[src/verilog/strap_pkg.sv]
/*
 * Shared constants and carrier types for the strap, power-control and
 * host-bus signalling block.
 * Assumes a single system clock and a synchronous active-low reset.
 */
package strap_pkg;

    // ****************************************************************
    // register map (APB byte addresses)
    // ****************************************************************
    localparam logic [11:0] DMA_CTRL_OFFSET    = 12'h000;
    localparam logic [11:0] STRAP_STAT_OFFSET  = 12'h004;
    localparam logic [11:0] SLOT_CTRL_OFFSET   = 12'h008;

    // ****************************************************************
    // field positions and resets
    // ****************************************************************
    localparam int           DMA_SEL_LSB        = 6;
    localparam int           PU_DETECT_BIT      = 5;
    localparam int           PU_MEMORY_BIT      = 4;
    localparam int           PU_IO_BIT          = 3;
    localparam logic [7:0]   DMA_CTRL_RESET     = 8'h00;
    localparam int           SLOT_PROG_BIT      = 0;
    localparam int           SLOT_PROGVCC_BIT   = 1;
    localparam int           SLOT_SUP5_BIT      = 2;
    localparam int           SLOT_SUP3_BIT      = 3;
    localparam int           SLOT_CARDRST_BIT   = 4;
    localparam int           SLOT_SPKR_BIT      = 5;
    localparam int           SLOT_TC_BIT        = 6;
    localparam logic [7:0]   SLOT_CTRL_RESET    = 8'h00;

    // ****************************************************************
    // ports and decode
    // ****************************************************************
    localparam logic [15:0]  INDEX_PORT_PRI     = 16'h03E0;
    localparam logic [15:0]  DATA_PORT_PRI      = 16'h03E1;
    localparam logic [15:0]  INDEX_PORT_SEC     = 16'h03E2;
    localparam logic [15:0]  DATA_PORT_SEC      = 16'h03E3;

    // dma request source select
    localparam logic [1:0]   DMA_SRC_NONE       = 2'h0;
    localparam logic [1:0]   DMA_SRC_INPACK     = 2'h1;
    localparam logic [1:0]   DMA_SRC_IOIS16     = 2'h2;
    localparam logic [1:0]   DMA_SRC_SPKR       = 2'h3;

    // test function select
    localparam logic [1:0]   TEST_NAND          = 2'h0;
    localparam logic [1:0]   TEST_HILO          = 2'h1;
    localparam logic [1:0]   TEST_LOHI          = 2'h2;
    localparam logic [1:0]   TEST_TRISTATE      = 2'h3;

    typedef enum {PH_IDLE, PH_ADDR, PH_CLAIM, PH_DATA, PH_REQ, PH_ACK} phase_t;

    typedef struct packed {
        logic        valid;
        logic        secondary;
        logic        testMode;
        logic [1:0]  range;
    } straps_t;

    typedef struct packed {
        logic        psel;
        logic        penable;
        logic        pwrite;
        logic [11:0] paddr;
        logic [31:0] pwdata;
    } apb_req_t;

    typedef struct packed {
        logic        pready;
        logic        pslverr;
        logic [31:0] prdata;
    } apb_rsp_t;

    typedef struct packed {
        logic        claim;
        logic        claimOe;
        logic        ready;
        logic        readyOe;
        logic [15:0] busOut;
        logic        busOe;
    } host_out_t;

    typedef struct packed {
        logic        supply5;
        logic        supply3;
        logic        progVoltage;
        logic        progFollows;
        logic        progPullup;
        logic        detectPullup;
        logic        memoryPullup;
        logic        ioPullup;
    } power_out_t;

endpackage

[src/verilog/strap_host_signalling.sv]
/*
 * Reset strap capture, slot power control, pull-up control and the
 * peripheral side of the multiplexed host-bus signalling.
 * Assumes every input is synchronous to clk_sys and that the far end
 * drives the command strobe and latch enable as the bus defines.
 */
// The APB interface to the registers and the placing of the registers are this design's own decisions.
`timescale 1ns/1ps

module strap_host_signalling
(
    input  wire logic                   clk_sys,
    input  wire logic                   rstn,
    input  wire logic                   clkEn,
    input  wire strap_pkg::apb_req_t    apbReq,
    output strap_pkg::apb_rsp_t         apbRsp,
    input  wire logic [15:0]            muxedHostBusIn,
    input  wire logic                   addrLatchEnable,
    input  wire logic                   commandStrobeN,
    input  wire logic                   cardWaitN,
    input  wire logic                   cardSpeaker,
    input  wire logic                   cardInpackN,
    input  wire logic                   cardIois16N,
    input  wire logic                   requestPending,
    input  wire logic                   dmaTerminalCount,
    input  wire logic                   dmaIsRead,
    input  wire logic                   strapSupply5,
    input  wire logic                   strapSupply3,
    input  wire logic                   strapProgVoltage,
    input  wire logic                   strapProgFollows,
    output strap_pkg::host_out_t        hostOut,
    output strap_pkg::power_out_t       powerOut,
    output logic                        speakerToHost,
    output logic                        speakerToHostOe,
    output logic                        cardDmaRequestN,
    output logic                        cardReset,
    output logic                        cardMemWriteN,
    output logic                        cardMemReadN,
    output logic                        cardIoWriteN,
    output logic                        cardIoReadN,
    output logic                        dataPortHit,
    output logic [7:0]                  dataPortIndex,
    output logic [1:0]                  testFunction,
    output logic                        testActive
);
    import strap_pkg::*;

    // ****************************************************************
    // state
    // ****************************************************************
    typedef struct packed {
        phase_t      phase;
        straps_t     straps;
        logic        aleQ;
        logic [15:0] phase1;
        logic [15:0] phase2;
        logic [7:0]  index;
        logic [7:0]  dmaCtrl;
        logic [7:0]  slotCtrl;
        apb_rsp_t    apb;
        host_out_t   host;
        power_out_t  power;
        logic        spk;
        logic        spkOe;
        logic        dreqN;
        logic        cardRst;
        logic        memWrN;
        logic        memRdN;
        logic        ioWrN;
        logic        ioRdN;
        logic        hit;
    } state_t;

    state_t s_q;
    state_t s_d;

    logic        aleRise;
    logic        isIo;
    logic [15:0] ioAddr;
    logic [15:0] idxPort;
    logic [15:0] datPort;
    logic        inRange;
    logic        apbWr;
    logic        apbRd;

    // ****************************************************************
    // next state
    // ****************************************************************
    always_comb
    begin
        s_d = s_q;
        aleRise = addrLatchEnable & ~s_q.aleQ;
        isIo = ~s_q.phase1[0];
        ioAddr = {s_q.phase1[7:2], s_q.phase1[15:8], muxedHostBusIn[7:6]};
        idxPort = s_q.straps.secondary ? INDEX_PORT_SEC : INDEX_PORT_PRI;
        datPort = s_q.straps.secondary ? DATA_PORT_SEC : DATA_PORT_PRI;
        inRange = (s_q.index[7:6] == s_q.straps.range);
        apbWr = apbReq.psel & apbReq.penable & apbReq.pwrite;
        apbRd = apbReq.psel & ~apbReq.penable & ~apbReq.pwrite;
        s_d.aleQ = addrLatchEnable;

        // strap capture on first enabled cycle after reset release
        if (!s_q.straps.valid)
        begin
            s_d.straps.valid = 1'b1;
            s_d.straps.secondary = strapSupply5;
            s_d.straps.testMode = strapSupply3;
            s_d.straps.range = {~strapProgFollows, ~strapProgVoltage};
        end

        // bus phases
        s_d.hit = 1'b0;
        case (s_q.phase)
            PH_IDLE:
            begin
                s_d.host.claimOe = 1'b0;
                s_d.host.readyOe = 1'b0;
                if (!addrLatchEnable && requestPending)
                begin
                    s_d.host.claim = 1'b0;
                    s_d.host.claimOe = 1'b1;
                    s_d.phase = PH_REQ;
                end
                else if (!addrLatchEnable)
                begin
                    s_d.phase1 = muxedHostBusIn;
                    s_d.phase = PH_ADDR;
                end
            end
            PH_ADDR:
            begin
                if (aleRise)
                begin
                    s_d.phase2 = muxedHostBusIn;
                    if (isIo && (ioAddr == idxPort || (ioAddr == datPort && inRange)))
                    begin
                        s_d.host.claim = 1'b0;
                        s_d.host.claimOe = 1'b1;
                        s_d.host.ready = ~cardWaitN ? 1'b0 : 1'b1;
                        s_d.host.readyOe = 1'b1;
                        s_d.hit = (ioAddr == datPort);
                        s_d.phase = PH_CLAIM;
                    end
                    else
                    begin
                        s_d.phase = PH_IDLE;
                    end
                end
                else if (!addrLatchEnable)
                begin
                    s_d.phase1 = muxedHostBusIn;
                end
            end
            PH_CLAIM:
            begin
                if (!addrLatchEnable)
                begin
                    s_d.host.claimOe = 1'b0;
                    s_d.phase = PH_DATA;
                end
            end
            PH_DATA:
            begin
                s_d.host.ready = cardWaitN;
                if (!commandStrobeN && s_q.phase2[0] && s_q.host.ready
                    && {s_q.phase1[7:2], s_q.phase1[15:8], s_q.phase2[7:6]} == idxPort)
                begin
                    s_d.index = muxedHostBusIn[7:0];
                end
                if (commandStrobeN && s_q.host.ready)
                begin
                    s_d.host.readyOe = 1'b0;
                    s_d.phase = PH_IDLE;
                end
            end
            PH_REQ:
            begin
                if (!commandStrobeN)
                begin
                    s_d.host.claimOe = 1'b0;
                    s_d.host.ready = 1'b0;
                    s_d.host.readyOe = 1'b1;
                    s_d.phase = PH_ACK;
                end
            end
            PH_ACK:
            begin
                s_d.host.ready = 1'b1;
                if (commandStrobeN)
                begin
                    s_d.host.readyOe = 1'b0;
                    s_d.phase = PH_IDLE;
                end
            end
            default:
            begin
                s_d.phase = PH_IDLE;
            end
        endcase
        s_d.host.busOut = 16'h0000;
        s_d.host.busOe = 1'b0;

        // apb slave, one wait-free access phase
        s_d.apb.pready = 1'b0;
        s_d.apb.pslverr = 1'b0;
        if (apbReq.psel && !apbReq.penable)
        begin
            s_d.apb.pready = 1'b1;
            s_d.apb.prdata = 32'h0000_0000;
            case (apbReq.paddr)
                DMA_CTRL_OFFSET:   s_d.apb.prdata = {24'h00_0000, s_q.dmaCtrl};
                STRAP_STAT_OFFSET: s_d.apb.prdata = {24'h00_0000, 3'h0, s_q.straps.secondary,
                                                     s_q.straps.testMode, s_q.straps.range, s_q.straps.valid};
                SLOT_CTRL_OFFSET:  s_d.apb.prdata = {24'h00_0000, s_q.slotCtrl};
                default:           s_d.apb.pslverr = 1'b1;
            endcase
            if (!apbRd)
            begin
                s_d.apb.prdata = 32'h0000_0000;
            end
        end
        if (apbWr && s_q.apb.pready)
        begin
            if (apbReq.paddr == DMA_CTRL_OFFSET)
            begin
                s_d.dmaCtrl = apbReq.pwdata[7:0];
            end
            if (apbReq.paddr == SLOT_CTRL_OFFSET)
            begin
                s_d.slotCtrl = apbReq.pwdata[7:0];
            end
        end

        // power and pull-ups
        s_d.power.supply5 = s_q.slotCtrl[SLOT_SUP5_BIT];
        s_d.power.supply3 = s_q.slotCtrl[SLOT_SUP3_BIT];
        s_d.power.progVoltage = s_q.slotCtrl[SLOT_PROG_BIT];
        s_d.power.progFollows = s_q.slotCtrl[SLOT_PROGVCC_BIT]
                              & (s_q.slotCtrl[SLOT_SUP5_BIT] | s_q.slotCtrl[SLOT_SUP3_BIT]);
        s_d.power.progPullup = 1'b0;
        s_d.power.detectPullup = ~s_q.dmaCtrl[PU_DETECT_BIT];
        s_d.power.memoryPullup = s_q.dmaCtrl[PU_MEMORY_BIT];
        s_d.power.ioPullup = s_q.dmaCtrl[PU_IO_BIT];

        // speaker forward, driven only when enabled
        s_d.spk = cardSpeaker;
        s_d.spkOe = s_q.slotCtrl[SLOT_SPKR_BIT];

        // dma request source
        case (s_q.dmaCtrl[DMA_SEL_LSB +: 2])
            DMA_SRC_INPACK: s_d.dreqN = cardInpackN;
            DMA_SRC_IOIS16: s_d.dreqN = cardIois16N;
            DMA_SRC_SPKR:   s_d.dreqN = cardSpeaker;
            default:        s_d.dreqN = 1'b1;
        endcase

        // terminal count as paired strobes
        s_d.ioWrN = ~(dmaTerminalCount & dmaIsRead);
        s_d.memWrN = ~(dmaTerminalCount & dmaIsRead);
        s_d.ioRdN = ~(dmaTerminalCount & ~dmaIsRead);
        s_d.memRdN = ~(dmaTerminalCount & ~dmaIsRead);
        s_d.cardRst = s_q.slotCtrl[SLOT_CARDRST_BIT];

        if (s_q.straps.testMode && s_q.straps.range == TEST_TRISTATE)
        begin
            s_d.host.claimOe = 1'b0;
            s_d.host.readyOe = 1'b0;
            s_d.spkOe = 1'b0;
        end
    end

    // ****************************************************************
    // registers
    // ****************************************************************
    always_ff @(posedge clk_sys)
    begin
        if (!rstn)
        begin
            s_q <= '0;
            s_q.phase <= PH_IDLE;
            s_q.dmaCtrl <= DMA_CTRL_RESET;
            s_q.slotCtrl <= SLOT_CTRL_RESET;
            s_q.host.claim <= 1'b1;
            s_q.host.ready <= 1'b1;
            s_q.power.progVoltage <= 1'b1;
            s_q.power.progFollows <= 1'b1;
            s_q.power.progPullup <= 1'b1;
            s_q.power.detectPullup <= 1'b1;
            s_q.dreqN <= 1'b1;
            s_q.memWrN <= 1'b1;
            s_q.memRdN <= 1'b1;
            s_q.ioWrN <= 1'b1;
            s_q.ioRdN <= 1'b1;
        end
        else if (clkEn)
        begin
            s_q <= s_d;
        end
    end

    assign apbRsp = s_q.apb;
    assign hostOut = s_q.host;
    assign powerOut = s_q.power;
    assign speakerToHost = s_q.spk;
    assign speakerToHostOe = s_q.spkOe;
    assign cardDmaRequestN = s_q.dreqN;
    assign cardReset = s_q.cardRst;
    assign cardMemWriteN = s_q.memWrN;
    assign cardMemReadN = s_q.memRdN;
    assign cardIoWriteN = s_q.ioWrN;
    assign cardIoReadN = s_q.ioRdN;
    assign dataPortHit = s_q.hit;
    assign dataPortIndex = s_q.index;
    assign testFunction = s_q.straps.range;
    assign testActive = s_q.straps.testMode;

endmodule

[config.mk]
export PLATFORM = sky130hd
export DESIGN_NAME = strap_host_signalling
export DESIGN_NICKNAME = d
export VERILOG_FILES = /design/src/verilog/strap_pkg.sv /design/src/verilog/strap_host_signalling.sv
export SDC_FILE = /design/constraint.sdc
export NUM_CORES = 1
export LEC_CHECK = 0
export BUFFER_PORTS_ARGS = -buffer_cell sky130_fd_sc_hd__buf_4
export CORE_AREA = 2 2 105 107
export DETAILED_ROUTE_END_ITERATION = 8
export DIE_AREA = 0 0 107 109
export PLACE_DENSITY = 0.77
export SLEW_MARGIN = 20
export SYNTH_ARGS = -nofsm -noshare
export SYNTH_HDL_FRONTEND = slang
export SYNTH_SLANG_ARGS = --single-unit
[constraint.sdc]
create_clock -name clk_sys -period 2.5 [get_ports clk_sys]
set_input_delay 0.125 -clock clk_sys [delete_from_list [all_inputs] [get_ports clk_sys]]
set_output_delay 0.125 -clock clk_sys [all_outputs]
set_load 0.01 [all_outputs]
Word-level counts from Yosys, hierarchy flattened

Cells that the tools add are included.
W data, S select, Z words.

Input port bits: 79
Word-level logic and storage cells: 155
Output and inout port bits: 83
Register bits: 139

Bitwise gates (word level): 20
Equal/unequal tests: 31
Multiplexer cells: 38
Reductions and logical operators: 33

Operator list:

| operator              | count |
|---|---|
| $mux W32              | 8 |
| $pmux W32 S6          | 1 |
| $eq A32 B2 Y1 const B | 2 |
| $eq A32 B3 Y1 const B | 2 |
| $eq A16 B10 Y1        | 3 |
| $mux W16              | 3 |
| $mux W34              | 1 |
| $eq A32 B1 Y1 const B | 1 |
| $logic_not A32 Y1     | 1 |
| $pmux W16 S2          | 1 |
| $pmux W8 S3           | 1 |
| $ne A3 B3 Y1 const B  | 7 |
| $ne A2 B2 Y1 const B  | 9 |
| $reduce_and A7 Y1     | 2 |
| $eq A12 B3 Y1 const B | 1 |
| $eq A12 B4 Y1 const B | 1 |
| $logic_not A12 Y1     | 1 |
| $reduce_and A3 Y1     | 4 |
| $mux W1               | 11 |
| $not A1 Y1            | 11 |
| $logic_and A1 B1 Y1   | 10 |
| $reduce_and A5 Y1     | 2 |
| $and A1 B1 Y1         | 8 |
| $mux W2               | 4 |
| 20 further kinds      | 27 |

Logic depth before layout (Yosys ltp)

Gate-level depths: netlist of run 1.

Depth after elaboration: 9
Gate-level depth with buffers: 7
Gate-level depth less buffers: 5

Worst setup path before layout of run 1

No wires, ideal clock.

Path type: register to register
Start: register s_q, in the netlist ioAddr[11]
End: register s_q, in the netlist dataPortIndex[0]
Path slack: 0.704 ns
Clock period less this slack: 1.796 ns
Stages on the path, launching flop included: 6
Arrival time: 1.680 ns
Buffers on the path: 0
Path through: dfxtp_1 nor4b_1 nand4_1 nor4_4 mux2i_1 nor2b_1

Word-level cells in the longest chain between the ends: 3

Ends and longest elaborated chain:

| item                               | line                         | text |
|---|---|---|
| start, declared                    | strap_host_signalling.sv:74  | `state_t s_q;` |
| $eq A16 B10 Y1                     | strap_host_signalling.sv:166 | `&& {s_q.phase1[7:2], s_q.phase1[15:8], s_q.phase2[7:6]} == idxPort)` |
| $logic_and A1 B1 Y1                | strap_host_signalling.sv:166 |  |
| $reduce_and A3 Y1 (no source line) | --                           |  |

Every way passes these cells.
A chain may end at the register's enable or synchronous reset.

Final worst setup path of run 1

Start: register s_q[135] in the netlist's numbering
End: register s_q, in the netlist dataPortIndex[4]

Word-level cells in the longest chain between the ends: 2

Ends and longest elaborated chain:

| item                               | line                         | text |
|---|---|---|
| $eq A32 B2 Y1                      | strap_host_signalling.sv:113 | `case (s_q.phase)` |
| $reduce_and A3 Y1 (no source line) | --                           |  |

Every way passes these cells.

==> results of run 1 <==
==> per-layer routing <==
layer,up-vias,routed length [µm],track usage,share of wire
met2,121,3840,0.236,0.46
met3,13,620,0.0395,0.074
met5,-,0,0,0
li1,1521,-,-,-
met4,0,125,0.0464,0.015
met1,1426,3840,0.197,0.46
==> final cells by class <==
cell class | instances | area share
inverter | 3 | 0.00233
sequential | 80 | 0.331
timing repair buffer | 101 | 0.157
clock buffer | 11 | 0.0292
tap | 140 | 0.0362
clock inverter | 5 | 0.0215
multi-input combinational | 308 | 0.423
==> sequential cells by signal (all words and copies together) (netlist names), 2 cells and up <==
signal         cells
dataPortIndex      8
s_q               20
testFunction       2
s_d                6
ioAddr            14
powerOut           8
apbRsp            10
hostOut            4
==> cell families after synthesis <==
logic type | after synthesis | synth area share
AO/OA/AOI/OAI | 48 | 0.0713
AND/OR/NAND/NOR | 147 | 0.211
other | 1 | 0.000902
buffers and inverters | 101 | 0.160
flip-flops | 80 | 0.385
XOR/XNOR | 6 | 0.0126
multiplexers | 66 | 0.159
==> cells in the mapped netlist, types with 4 or more instances <==
cell	number
sky130_fd_sc_hd__mux2i_1	66
sky130_fd_sc_hd__xnor2_1	4
sky130_fd_sc_hd__dfxtp_1	80
sky130_fd_sc_hd__a21boi_0	4
sky130_fd_sc_hd__nand3_1	11
sky130_fd_sc_hd__nand2b_1	8
sky130_fd_sc_hd__nor2b_1	58
sky130_fd_sc_hd__nand2_1	25
sky130_fd_sc_hd__buf_4	75
sky130_fd_sc_hd__nor4_1	6
sky130_fd_sc_hd__o21ai_0	18
sky130_fd_sc_hd__nand4_1	4
sky130_fd_sc_hd__nor2_1	8
sky130_fd_sc_hd__a21oi_1	11
sky130_fd_sc_hd__clkbuf_1	20
==> where the power goes <==
group	leakage, µW	internal, µW	switching (µW)
Combinational	0.00133	160	158
Sequential	0.000649	1310	34.0
Clock	0.000124	691	449
Total	0.00211	2160	641
==> worst max-delay path by stage <==
stage	from	endpoint
global placement	apbReq[33]	s_q[80]$_SDFFE_PN0P_
finish	s_q[135]$_SDFFE_PN0P_	dataPortIndex[4]$_SDFFE_PN0P_
CTS	s_q[135]$_SDFFE_PN0P_	dataPortIndex[7]$_SDFFE_PN0P_
global route	s_q[134]$_SDFFE_PN0P_	s_q[96]$_SDFFE_PN0P_
floorplan	ioAddr[11]$_SDFFE_PN0P_	dataPortIndex[0]$_SDFFE_PN0P_
detailed placement	apbReq[33]	s_d[10]$_SDFFE_PN0P_
==> critical path: stages, from the launching register on <==
cell	delay [ns]
sky130_fd_sc_hd__dfxtp_1	0.55
sky130_fd_sc_hd__inv_2	0.11
sky130_fd_sc_hd__or4b_4	0.51
sky130_fd_sc_hd__nor4_4	0.21
sky130_fd_sc_hd__buf_4	0.24
sky130_fd_sc_hd__mux2i_1	0.20
sky130_fd_sc_hd__nor2b_1	0.06
==> per-stage QoR <==
step	total power, µW	instances	area, µm²	util	hold WS, ns
2_1_floorplan	1620	489	4310	-	0.283
4_1_cts	2830	648	4830	0.456	0.0228
3_5_place_dp	1690	632	4590	0.433	0.388
6_report	2800	648	4830	0.456	0.0387
5_1_grt	2930	648	4830	0.456	0.0266
3_3_place_gp	1680	632	4590	0.433	0.378
==> cells in the final DEF (no fill, tap or decap), drive strengths merged, types with 7 or more instances in the layout <==
cell type,n
nand2,25
o21ai,19
mux2i,66
dfxtp,80
buf,101
a21oi,11
conb,41
nor4,7
nand2b,8
nand3,11
nor2,8
clkbuf,11
nor2b,58
==> qor.txt, run 1 <==
run status: finished, final reports clean
instance count of the mapped netlist: 449
CTS Root Cell: sky130_fd_sc_hd__clkbuf_8
post-cts repair resize count: 0
crit end category: flop
post-detailed-route count of antenna-violating nets: 0
detailed router's first-iteration violation count: 81
core area: 10,600 µm²
vias per std cell: 4.75
class of the tightest hold or removal check: in2reg
Clock Latency Late Sink: 0.34 ns
total I/O pin count: 162
number of flops mapped to enable cells by yosys: 0
number of levels the H-tree was split into: 3
startpoint of the most critical hold path: muxedHostBusIn[13]
post-cts hold buffer count: 0
Crit Reg-Reg Endpoint: dataPortIndex[4]$_SDFFE_PN0P_
Die Footprint: 11,700 µm²
power density over cell area: 579 nW/µm²
Cell Area, Synth: 4160 µm²
critical path startpoint category: flop
Synth Register Bits: 80
clock period minus final worst setup slack: 1.97 ns
total number of placement rows: 38
total wire length after detailed routing: 8.43 mm
initial antenna violation count: 0
leading post-synthesis cells by cell area: sky130_fd_sc_hd__dfxtp_1 (39%), sky130_fd_sc_hd__mux2i_1 (16%), sky130_fd_sc_hd__buf_4 (14%), sky130_fd_sc_hd__nor2b_1 (8.7%), sky130_fd_sc_hd__nand2_1 (2.3%)
drt drc: 0
final RePlAce weighted congestion: 0.778
routed wire length per instance: 13.0 µm
mean cell area of the mapped netlist: 9.26 µm²
synth warn: 0
maximum VDD drop: 0.346 mV
arrival time reported for the critical path endpoint: 2.20 ns
final hold viol count: 0
maximum clock skew at final layout: 0.00706 ns
starting density of the core: 0.392
Worst Max-Slew Pin Slew: 0.625 ns
origin of the critical flop-to-flop path: s_q[135]$_SDFFE_PN0P_
worst setup slack after placement: 0.449 ns
maximum count of clock buffers along a single path: 2
maximum number of pins on one net before global-route repair: 76
upper clock frequency limit: 509 MHz
count of fill cells added during filler insertion: 1,023
post-synthesis to final-layout area growth: 16.2%
endpoint required time on the critical path: 2.73 ns
RSZ-0062 raised after global routing: false
number of global-route vias before repair: 2,899
final setup TNS: 0 ns
reg2reg setup slack: 0.53 ns
area taken by multi-input logic gates: 2040 µm²
Clock Sinks: 80
number of buffers inserted by port buffering: 96
floorplan die height: 109 µm
area leader, netlist: sky130_fd_sc_hd__dfxtp_1
sequential fraction of the synthesis area: 0.385
GRT Residual Overflow: 0
final setup violation count: 0
type of the worst setup path: reg2reg
dominant register cell in the synthesized netlist: sky130_fd_sc_hd__dfxtp_1
post-CTS clock slew at the launch and capture registers of the worst setup and hold paths: 0.08 ns
number of antenna diodes: 0
share of Yosys cell area claimed by the top area cell type: 0.385
length in cells of the worst reg-to-reg path: 6
peak fanout along the critical path: 12
final-report max-slew violation count: 0
worst-case setup margin in the final layout: 0.534 ns
CTS buffer count: 9
horizontal die dimension: 107 µm
area occupied by registers: 1600 µm²
Post CTS Setup Buffer Count: 0
number of optimization iterations in the first detailed-route pass: 4
async set-reset flop share out of synthesis: 0
headroom to the max-slew limit: 0.584
Hold EP: ioAddr[7]$_SDFFE_PN0P_
total via count in the routed design: 3,081
fraction of final layout cells with drive strength greater than 1: 0.238
total number of nets in the final design: 582
final worst-path cycle share: 0.786
library cells used by synthesis: 46
clock tree from TritonCTS: built
depth of the worst hold-timing path: 3
count of maximum capacitance violations: 0
sum of net half-perimeters after detailed placement: 6.34 mm
all-layer global routing usage: 0.149
standby leakage power: 0.00211 µW
wire length of the first global-routing pass: 13.9 mm
No activity file was read; power rests on OpenSTA's default activity.
==> run 2, diff against run 1 <==
==> constraint.sdc (replaced) <==
create_clock -name clk_sys -period 1.87 [get_ports clk_sys]
set_input_delay 0.0935 -clock clk_sys [delete_from_list [all_inputs] [get_ports clk_sys]]
set_output_delay 0.0935 -clock clk_sys [all_outputs]
set_load 0.01 [all_outputs]
==> qor.txt, run 2 (synthesis results as in run 1) <==
maximum number of pins on one net before global-route repair: 57 (-25%)
clock tree from TritonCTS: built
final setup violation count: 0 (unchanged)
total number of nets in the final design: 620 (+6.5%)
PnR Total Power: 3390 µW (+21%)
horizontal die dimension: 107 µm (unchanged)
count of maximum capacitance violations: 0 (unchanged)
crit path launch: ioAddr[13]$_SDFFE_PN0P_
total via count in the routed design: 3,232 (+4.9%)
internal power consumption: 2480 µW (+15%)
number of global-route vias before repair: 3,141 (+8.3%)
Clock Latency Late Sink: 0.37 ns (+0.03 ns)
count of buffer and inverter cells on the critical path: 0 (-2)
final hold viol count: 0 (unchanged)
final-report max-slew violation count: 0 (unchanged)
maximum count of clock buffers along a single path: 2 (unchanged)
CTS Root Cell: sky130_fd_sc_hd__clkbuf_8
Die Footprint: 11,700 µm² (unchanged)
Layout Cell Area excl Fill: 5130 µm² (+6.1%)
class of the tightest hold or removal check: in2reg
final worst-path cycle share: 0.975 (+0.188)
total wire length after detailed routing: 9.19 mm (+9.1%)
Logic pwr share: 0.150 (+0.036)
length in cells of the worst reg-to-reg path: 5 (-1)
Most flops, register: s_q
number of buffers inserted by port buffering: 96 (unchanged)
arrival time reported for the critical path endpoint: 2.13 ns (-0.07 ns)
RSZ-0062 raised after global routing: true
standby leakage power: 0.00224 µW (+6.1%)
vias per std cell: 4.72 (-0.77%)
relative contribution of the clock network to total power: 0.326 (-0.081)
core area: 10,600 µm² (unchanged)
commonest non-fill, non-tap cell in the layout: sky130_fd_sc_hd__buf_4
number of optimization iterations in the first detailed-route pass: 4 (unchanged)
Crit Reg-Reg Endpoint: hostOut[18]$_SDFFE_PN1P_
critical path startpoint category: flop
peak fanout along the critical path: 4 (-8)
final RePlAce weighted congestion: 0.765 (-1.7%)
fraction of final layout cells with drive strength greater than 1: 0.250 (+0.0114)
clock period minus final worst setup slack: 1.82 ns (-0.143 ns)
drt drc: 0 (unchanged)
number of levels the H-tree was split into: 3 (unchanged)
initial antenna violation count: 0 (unchanged)
total I/O pin count: 162 (unchanged)
wire length of the first global-routing pass: 14.9 mm (+7.3%)
CP max stage delay: 0.52 ns (-0.03 ns)
NetSw: 913 µW (+42%)
GRT Residual Overflow: 0 (unchanged)
endpoint required time on the critical path: 2.18 ns (-0.55 ns)
sequential cell fraction of total power: 0.524 (+0.045)
crit end category: flop
maximum clock skew at final layout: 0.0117 ns (+0.00469 ns)
number of antenna diodes: 0 (unchanged)
origin of the critical flop-to-flop path: ioAddr[13]$_SDFFE_PN0P_
cell class contributing the biggest share of worst-path delay: simple AND/OR/NAND/NOR gates
post-synthesis to final-layout area growth: 23.3%
post-CTS clock slew at the launch and capture registers of the worst setup and hold paths: 0.09 ns (about the same)
destination of the critical timing path: hostOut[18]$_SDFFE_PN1P_
Clock Sinks: 80 (unchanged)
all-layer global routing usage: 0.164 (+0.0152)
detailed router's first-iteration violation count: 157 (+94%)
starting density of the core: 0.392 (unchanged)
floorplan die height: 109 µm (unchanged)
post-detailed-route count of antenna-violating nets: 0 (unchanged)
net switching share of the total power: 0.269 (+0.0402)
upper clock frequency limit: 549 MHz (+7.9%)
total number of placement rows: 38 (unchanged)
routed wire length per instance: 13.4 µm (+3.2%)
run status: finished, final reports clean
final core utilization: 0.484 (+0.0276)
type of the worst setup path: reg2reg
maximum VDD drop: 0.507 mV (+47%)
total number of cells along the worst setup path: 5 (-1)
highest-count cells in the layout ignoring fill and taps: sky130_fd_sc_hd__buf_4 (112), sky130_fd_sc_hd__dfxtp_1 (79), sky130_fd_sc_hd__mux2i_1 (66)
CTS buffer count: 9 (unchanged)
power density over cell area: 661 nW/µm² (+14%)
sum of net half-perimeters after detailed placement: 6.49 mm (+2.3%)
Largest register FFs: 20 (unchanged)
reg2reg setup slack: 0.05 ns (-0.49 ns)
cell-by-cell listing of the critical path: nor4_2 -> nand4_1 -> o31a_1 -> or4_1 -> nand3_1
area after detailed placement: 4680 µm² (+2.1%)
Max stage delay cell, worst path: sky130_fd_sc_hd__or4_1
run 2: area by class of cell:
cell class                      count  area [µm²]
Fill cell                         980        5480
Multi-Input combinational cell    308        2060
Sequential cell                    80        1600
Timing Repair Buffer              139        1120
Tap cell                          140         175
Clock buffer                        9         124
Clock inverter                      6        37.5
Inverter                            3        11.3
run 2: per-layer routing:
layer | track usage | wire length, µm | up-vias
met4 | 0.0742 | 157 | 0
met1 | 0.202 | 4170 | 1510
met2 | 0.273 | 4320 | 120
li1 | - | - | 1590
met3 | 0.0371 | 545 | 12
met5 | 0 | 0 | -
run 2: repair_timing:
item	CTS	global route
hold buffers	26	0
resized for setup	0	3
endpoints found under the setup margin	0	9
setup buffers	0	1
hold endpoints to repair	31	0
run 2: worst min-delay path by stage:
stage,depth (start not counted),slack [ns],from,endpoint
finish,3,0.02,apbReq[5],s_q[77]$_SDFFE_PN0P_
global route,3,0.001,apbReq[5],s_q[77]$_SDFFE_PN0P_
CTS,3,0.002,apbReq[5],s_q[77]$_SDFFE_PN0P_
detailed placement,3,0.36,muxedHostBusIn[13],ioAddr[7]$_SDFFE_PN0P_
global placement,3,0.35,muxedHostBusIn[13],ioAddr[7]$_SDFFE_PN0P_
floorplan,2,0.25,muxedHostBusIn[6],dataPortHit$_SDFFE_PN0P_
run 2: power by group through the flow:
stage,registers [µW],logic (µW),clock network [µW]
after floorplan,1810,355,0
after global placement,1810,451,0
after detailed placement,1820,461,0
after CTS,1780,506,1130
after global routing,1780,558,1220
final,1780,509,1100
run 2: worst reg2reg max path, stage by stage (launching register included):
cell and delay, ns:
sky130_fd_sc_hd__dfxtp_1 0.35, sky130_fd_sc_hd__nor4_2 0.30, sky130_fd_sc_hd__nand4_1 0.18, sky130_fd_sc_hd__o31a_1 0.33, sky130_fd_sc_hd__or4_1 0.52, sky130_fd_sc_hd__nand3_1 0.09
run 2: stage by stage:
step                      std cells  setup WS [ns]  setup TNS (ns)  hold slack (ns)
after floorplan                 489         0.0743               0            0.252
after global placement          643         0.0981               0            0.347
after detailed placement        643         0.0433               0            0.355
after CTS                       684         0.0253               0          0.00165
after global routing            685        -0.0987         -0.0987          0.00115
final                           685         0.0476               0           0.0174
==> run 3, diff against run 2 <==
--- a/config.mk
+++ b/config.mk
@@ -6,9 +6,9 @@
 export NUM_CORES = 1
 export LEC_CHECK = 0
 export BUFFER_PORTS_ARGS = -buffer_cell sky130_fd_sc_hd__buf_4
-export CORE_AREA = 2 2 105 107
+export CORE_AREA = 2 2 135 84
 export DETAILED_ROUTE_END_ITERATION = 8
-export DIE_AREA = 0 0 107 109
+export DIE_AREA = 0 0 137 86
 export PLACE_DENSITY = 0.77
 export SLEW_MARGIN = 20
 export SYNTH_ARGS = -nofsm -noshare
==> qor.txt, run 3 (synthesis results as in run 1) <==
maximum count of clock buffers along a single path: 2 (unchanged)
count of fill cells added during filler insertion: 1,017 (+3.8%)
Clock Sinks: 80 (unchanged)
number of levels the H-tree was split into: 3 (unchanged)
relative contribution of the clock network to total power: 0.427 (+0.101)
post-CTS clock slew at the launch and capture registers of the worst setup and hold paths: 0.06 ns (-0.03 ns)
final hold viol count: 0 (unchanged)
NetSw: 1010 µW (+11%)
internal power consumption: 2930 µW (+18%)
number of antenna diodes: 0 (unchanged)
startpoint of the most critical hold path: muxedHostBusIn[14]
reg2reg setup slack: 0.06 ns (about the same)
peak fanout along the critical path: 4 (unchanged)
floorplan die height: 86 µm (-21%)
area occupied by registers: 1600 µm² (unchanged)
class of the tightest hold or removal check: in2reg
post-detailed-route count of antenna-violating nets: 0 (unchanged)
Crit Reg-Reg Endpoint: hostOut[18]$_SDFFE_PN1P_
total via count in the routed design: 3,154 (-2.4%)
type of the worst setup path: reg2reg
headroom to the max-slew limit: 0.641
number of optimization iterations in the first detailed-route pass: 4 (unchanged)
upper clock frequency limit: 553 MHz (+0.80%)
total I/O pin count: 162 (unchanged)
clock tree from TritonCTS: built
worst-case setup margin in the final layout: 0.0620 ns (+0.0144 ns)
total wire length after detailed routing: 10.0 mm (+8.8%)
worst setup slack after placement: -0.000840 ns (-0.0442 ns)
Worst Max-Slew Pin Slew: 0.531 ns
total number of placement rows: 29 (-24%)
clock period minus final worst setup slack: 1.81 ns (-0.0144 ns)
RSZ-0062 raised after global routing: false
origin of the critical flop-to-flop path: ioAddr[4]$_SDFFE_PN0P_
CTS Root Cell: sky130_fd_sc_hd__clkbuf_16
run status: finished, final reports clean
maximum VDD drop: 0.469 mV (-7.5%)
depth of the worst hold-timing path: 3 (unchanged)
maximum clock skew at final layout: 0.00859 ns (-0.00316 ns)
endpoint required time on the critical path: 2.15 ns (-0.03 ns)
initial antenna violation count: 0 (unchanged)
cell-by-cell listing of the critical path: and4b_2 -> nand4_1 -> o31a_1 -> or4_4 -> nand3_2
final setup TNS: 0 ns (unchanged)
Max stage delay cell, worst path: sky130_fd_sc_hd__or4_4
final standard cell count with taps included and fillers excluded: 663 (-3.2%)
length in cells of the worst reg-to-reg path: 5 (unchanged)
sequential cell fraction of total power: 0.451 (-0.073)
number of global-route vias before repair: 3,005 (-4.3%)
count of maximum capacitance violations: 0 (unchanged)
horizontal die dimension: 137 µm (+28%)
final-report max-slew violation count: 0 (unchanged)
arrival time reported for the critical path endpoint: 2.09 ns (-0.04 ns)
count of buffer and inverter cells on the critical path: 0 (unchanged)
detailed router's first-iteration violation count: 195 (+24%)
highest-count cells in the layout ignoring fill and taps: sky130_fd_sc_hd__buf_4 (115), sky130_fd_sc_hd__dfxtp_1 (79), sky130_fd_sc_hd__mux2i_1 (66)
number of buffers inserted by port buffering: 96 (unchanged)
cell class contributing the biggest share of worst-path delay: simple AND/OR/NAND/NOR gates
Hold EP: ioAddr[8]$_SDFFE_PN0P_
sum of net half-perimeters after detailed placement: 7.58 mm (+17%)
power density over cell area: 783 nW/µm² (+18%)
Die Footprint: 11,800 µm² (+1.0%)
drt drc: 0 (unchanged)
wire length of the first global-routing pass: 15.7 mm (+5.1%)
final worst-path cycle share: 0.967 (-0.00769)
crit end category: flop
Clock Latency Late Sink: 0.34 ns (-0.03 ns)
standby leakage power: 0.00220 µW (-1.7%)
post-synthesis to final-layout area growth: 20.9%
GRT Residual Overflow: 0 (unchanged)
all-layer global routing usage: 0.173 (+0.00894)
maximum number of pins on one net before global-route repair: 46 (-19%)
placed cell count: 644 (+0.16%)
starting density of the core: 0.398 (+0.00573)
final RePlAce weighted congestion: 0.862 (+13%)
CTS buffer count: 9 (unchanged)
area taken by multi-input logic gates: 2070 µm² (+0.49%)
final setup violation count: 0 (unchanged)
Most flops, register: s_q
Largest register FFs: 20 (unchanged)
vias per std cell: 4.76 (+0.82%)
Logic pwr share: 0.122 (-0.028)
total number of nets in the final design: 598 (-3.5%)
routed wire length per instance: 15.1 µm (+12%)
core area: 10,500 µm² (-1.4%)
net switching share of the total power: 0.257 (-0.0120)
critical path startpoint category: flop
fraction of final layout cells with drive strength greater than 1: 0.271 (+0.0215)
commonest non-fill, non-tap cell in the layout: sky130_fd_sc_hd__buf_4
CP max stage delay: 0.54 ns (+0.02 ns)
## run 3: cell count changes in the layout (fill, tap and decap cells not counted), moves of 2 or more
cell	previous run	this run
sky130_fd_sc_hd__buf_4	112	115
sky130_fd_sc_hd__clkbuf_16	0	9
sky130_fd_sc_hd__clkbuf_8	9	1
sky130_fd_sc_hd__clkinv_2	3	0
sky130_fd_sc_hd__dlygate4sd3_1	26	1
sky130_fd_sc_hd__inv_6	0	2
## run 3: how the worst max path moves through the flow
stage,from,to,slack [ns],cells past startpoint
after floorplan,ioAddr[11]$_SDFFE_PN0P_,dataPortIndex[0]$_SDFFE_PN0P_,0.07,5
after global placement,ioAddr[11]$_SDFFE_PN0P_,dataPortIndex[1]$_SDFFE_PN0P_,0.10,6
after detailed placement,apbReq[33],s_q[81]$_SDFFE_PN0P_,-0.0008,6
after CTS,ioAddr[11]$_SDFFE_PN0P_,hostOut[18]$_SDFFE_PN1P_,0.07,5
after global routing,ioAddr[4]$_SDFFE_PN0P_,hostOut[18]$_SDFFE_PN1P_,0.002,6
final,ioAddr[4]$_SDFFE_PN0P_,hostOut[18]$_SDFFE_PN1P_,0.06,5
## run 3: area by class of cell
cell class / instances / area share
Multi-Input combinational cell: 308 / 0.411
Sequential cell: 80 / 0.319
Timing Repair Buffer: 117 / 0.178
Clock buffer: 11 / 0.0483
Tap cell: 139 / 0.0346
Clock inverter: 5 / 0.00796
Inverter: 3 / 0.00224
## run 3: metrics by stage
step                 util  hold WS, ns  total power [µW]  instance area, µm²
floorplan               -        0.252              2160                4310
global placement    0.450        0.348              2270                4700
detailed placement  0.450        0.358              2280                4700
CTS                 0.478     0.000541              3970                4990
global route        0.481      0.00784              4100                5030
finish              0.481       0.0101              3940                5030
## run 3: power groups by stage
stage	Combinational (µW)	Clock, µW	Sequential (µW)
2_1_floorplan	355	0	1810
3_3_place_gp	452	0	1810
3_5_place_dp	466	0	1820
4_1_cts	470	1730	1780
5_1_grt	525	1790	1780
6_report	479	1680	1780
## run 3: worst min-delay path: stages
cell                      delay, ns
sky130_fd_sc_hd__buf_4         0.08
sky130_fd_sc_hd__mux2i_1       0.05
sky130_fd_sc_hd__nor2b_1       0.09
## run 3: layer usage
layer / vias to the layer above / GRT usage / routed length, µm
li1: 1565 / - / -
met1: 1466 / 0.234 / 4710
met2: 112 / 0.261 / 4410
met3: 11 / 0.0656 / 795
met4: 0 / 0.0375 / 83
met5: - / 0 / 0
## run 3: timing repair
item	4_1_cts	5_1_grt
setup endpoints to repair	0	9
hold buffers	1	0
hold endpoints to repair	1	0
buffers inserted	0	2
gates resized for setup	0	6
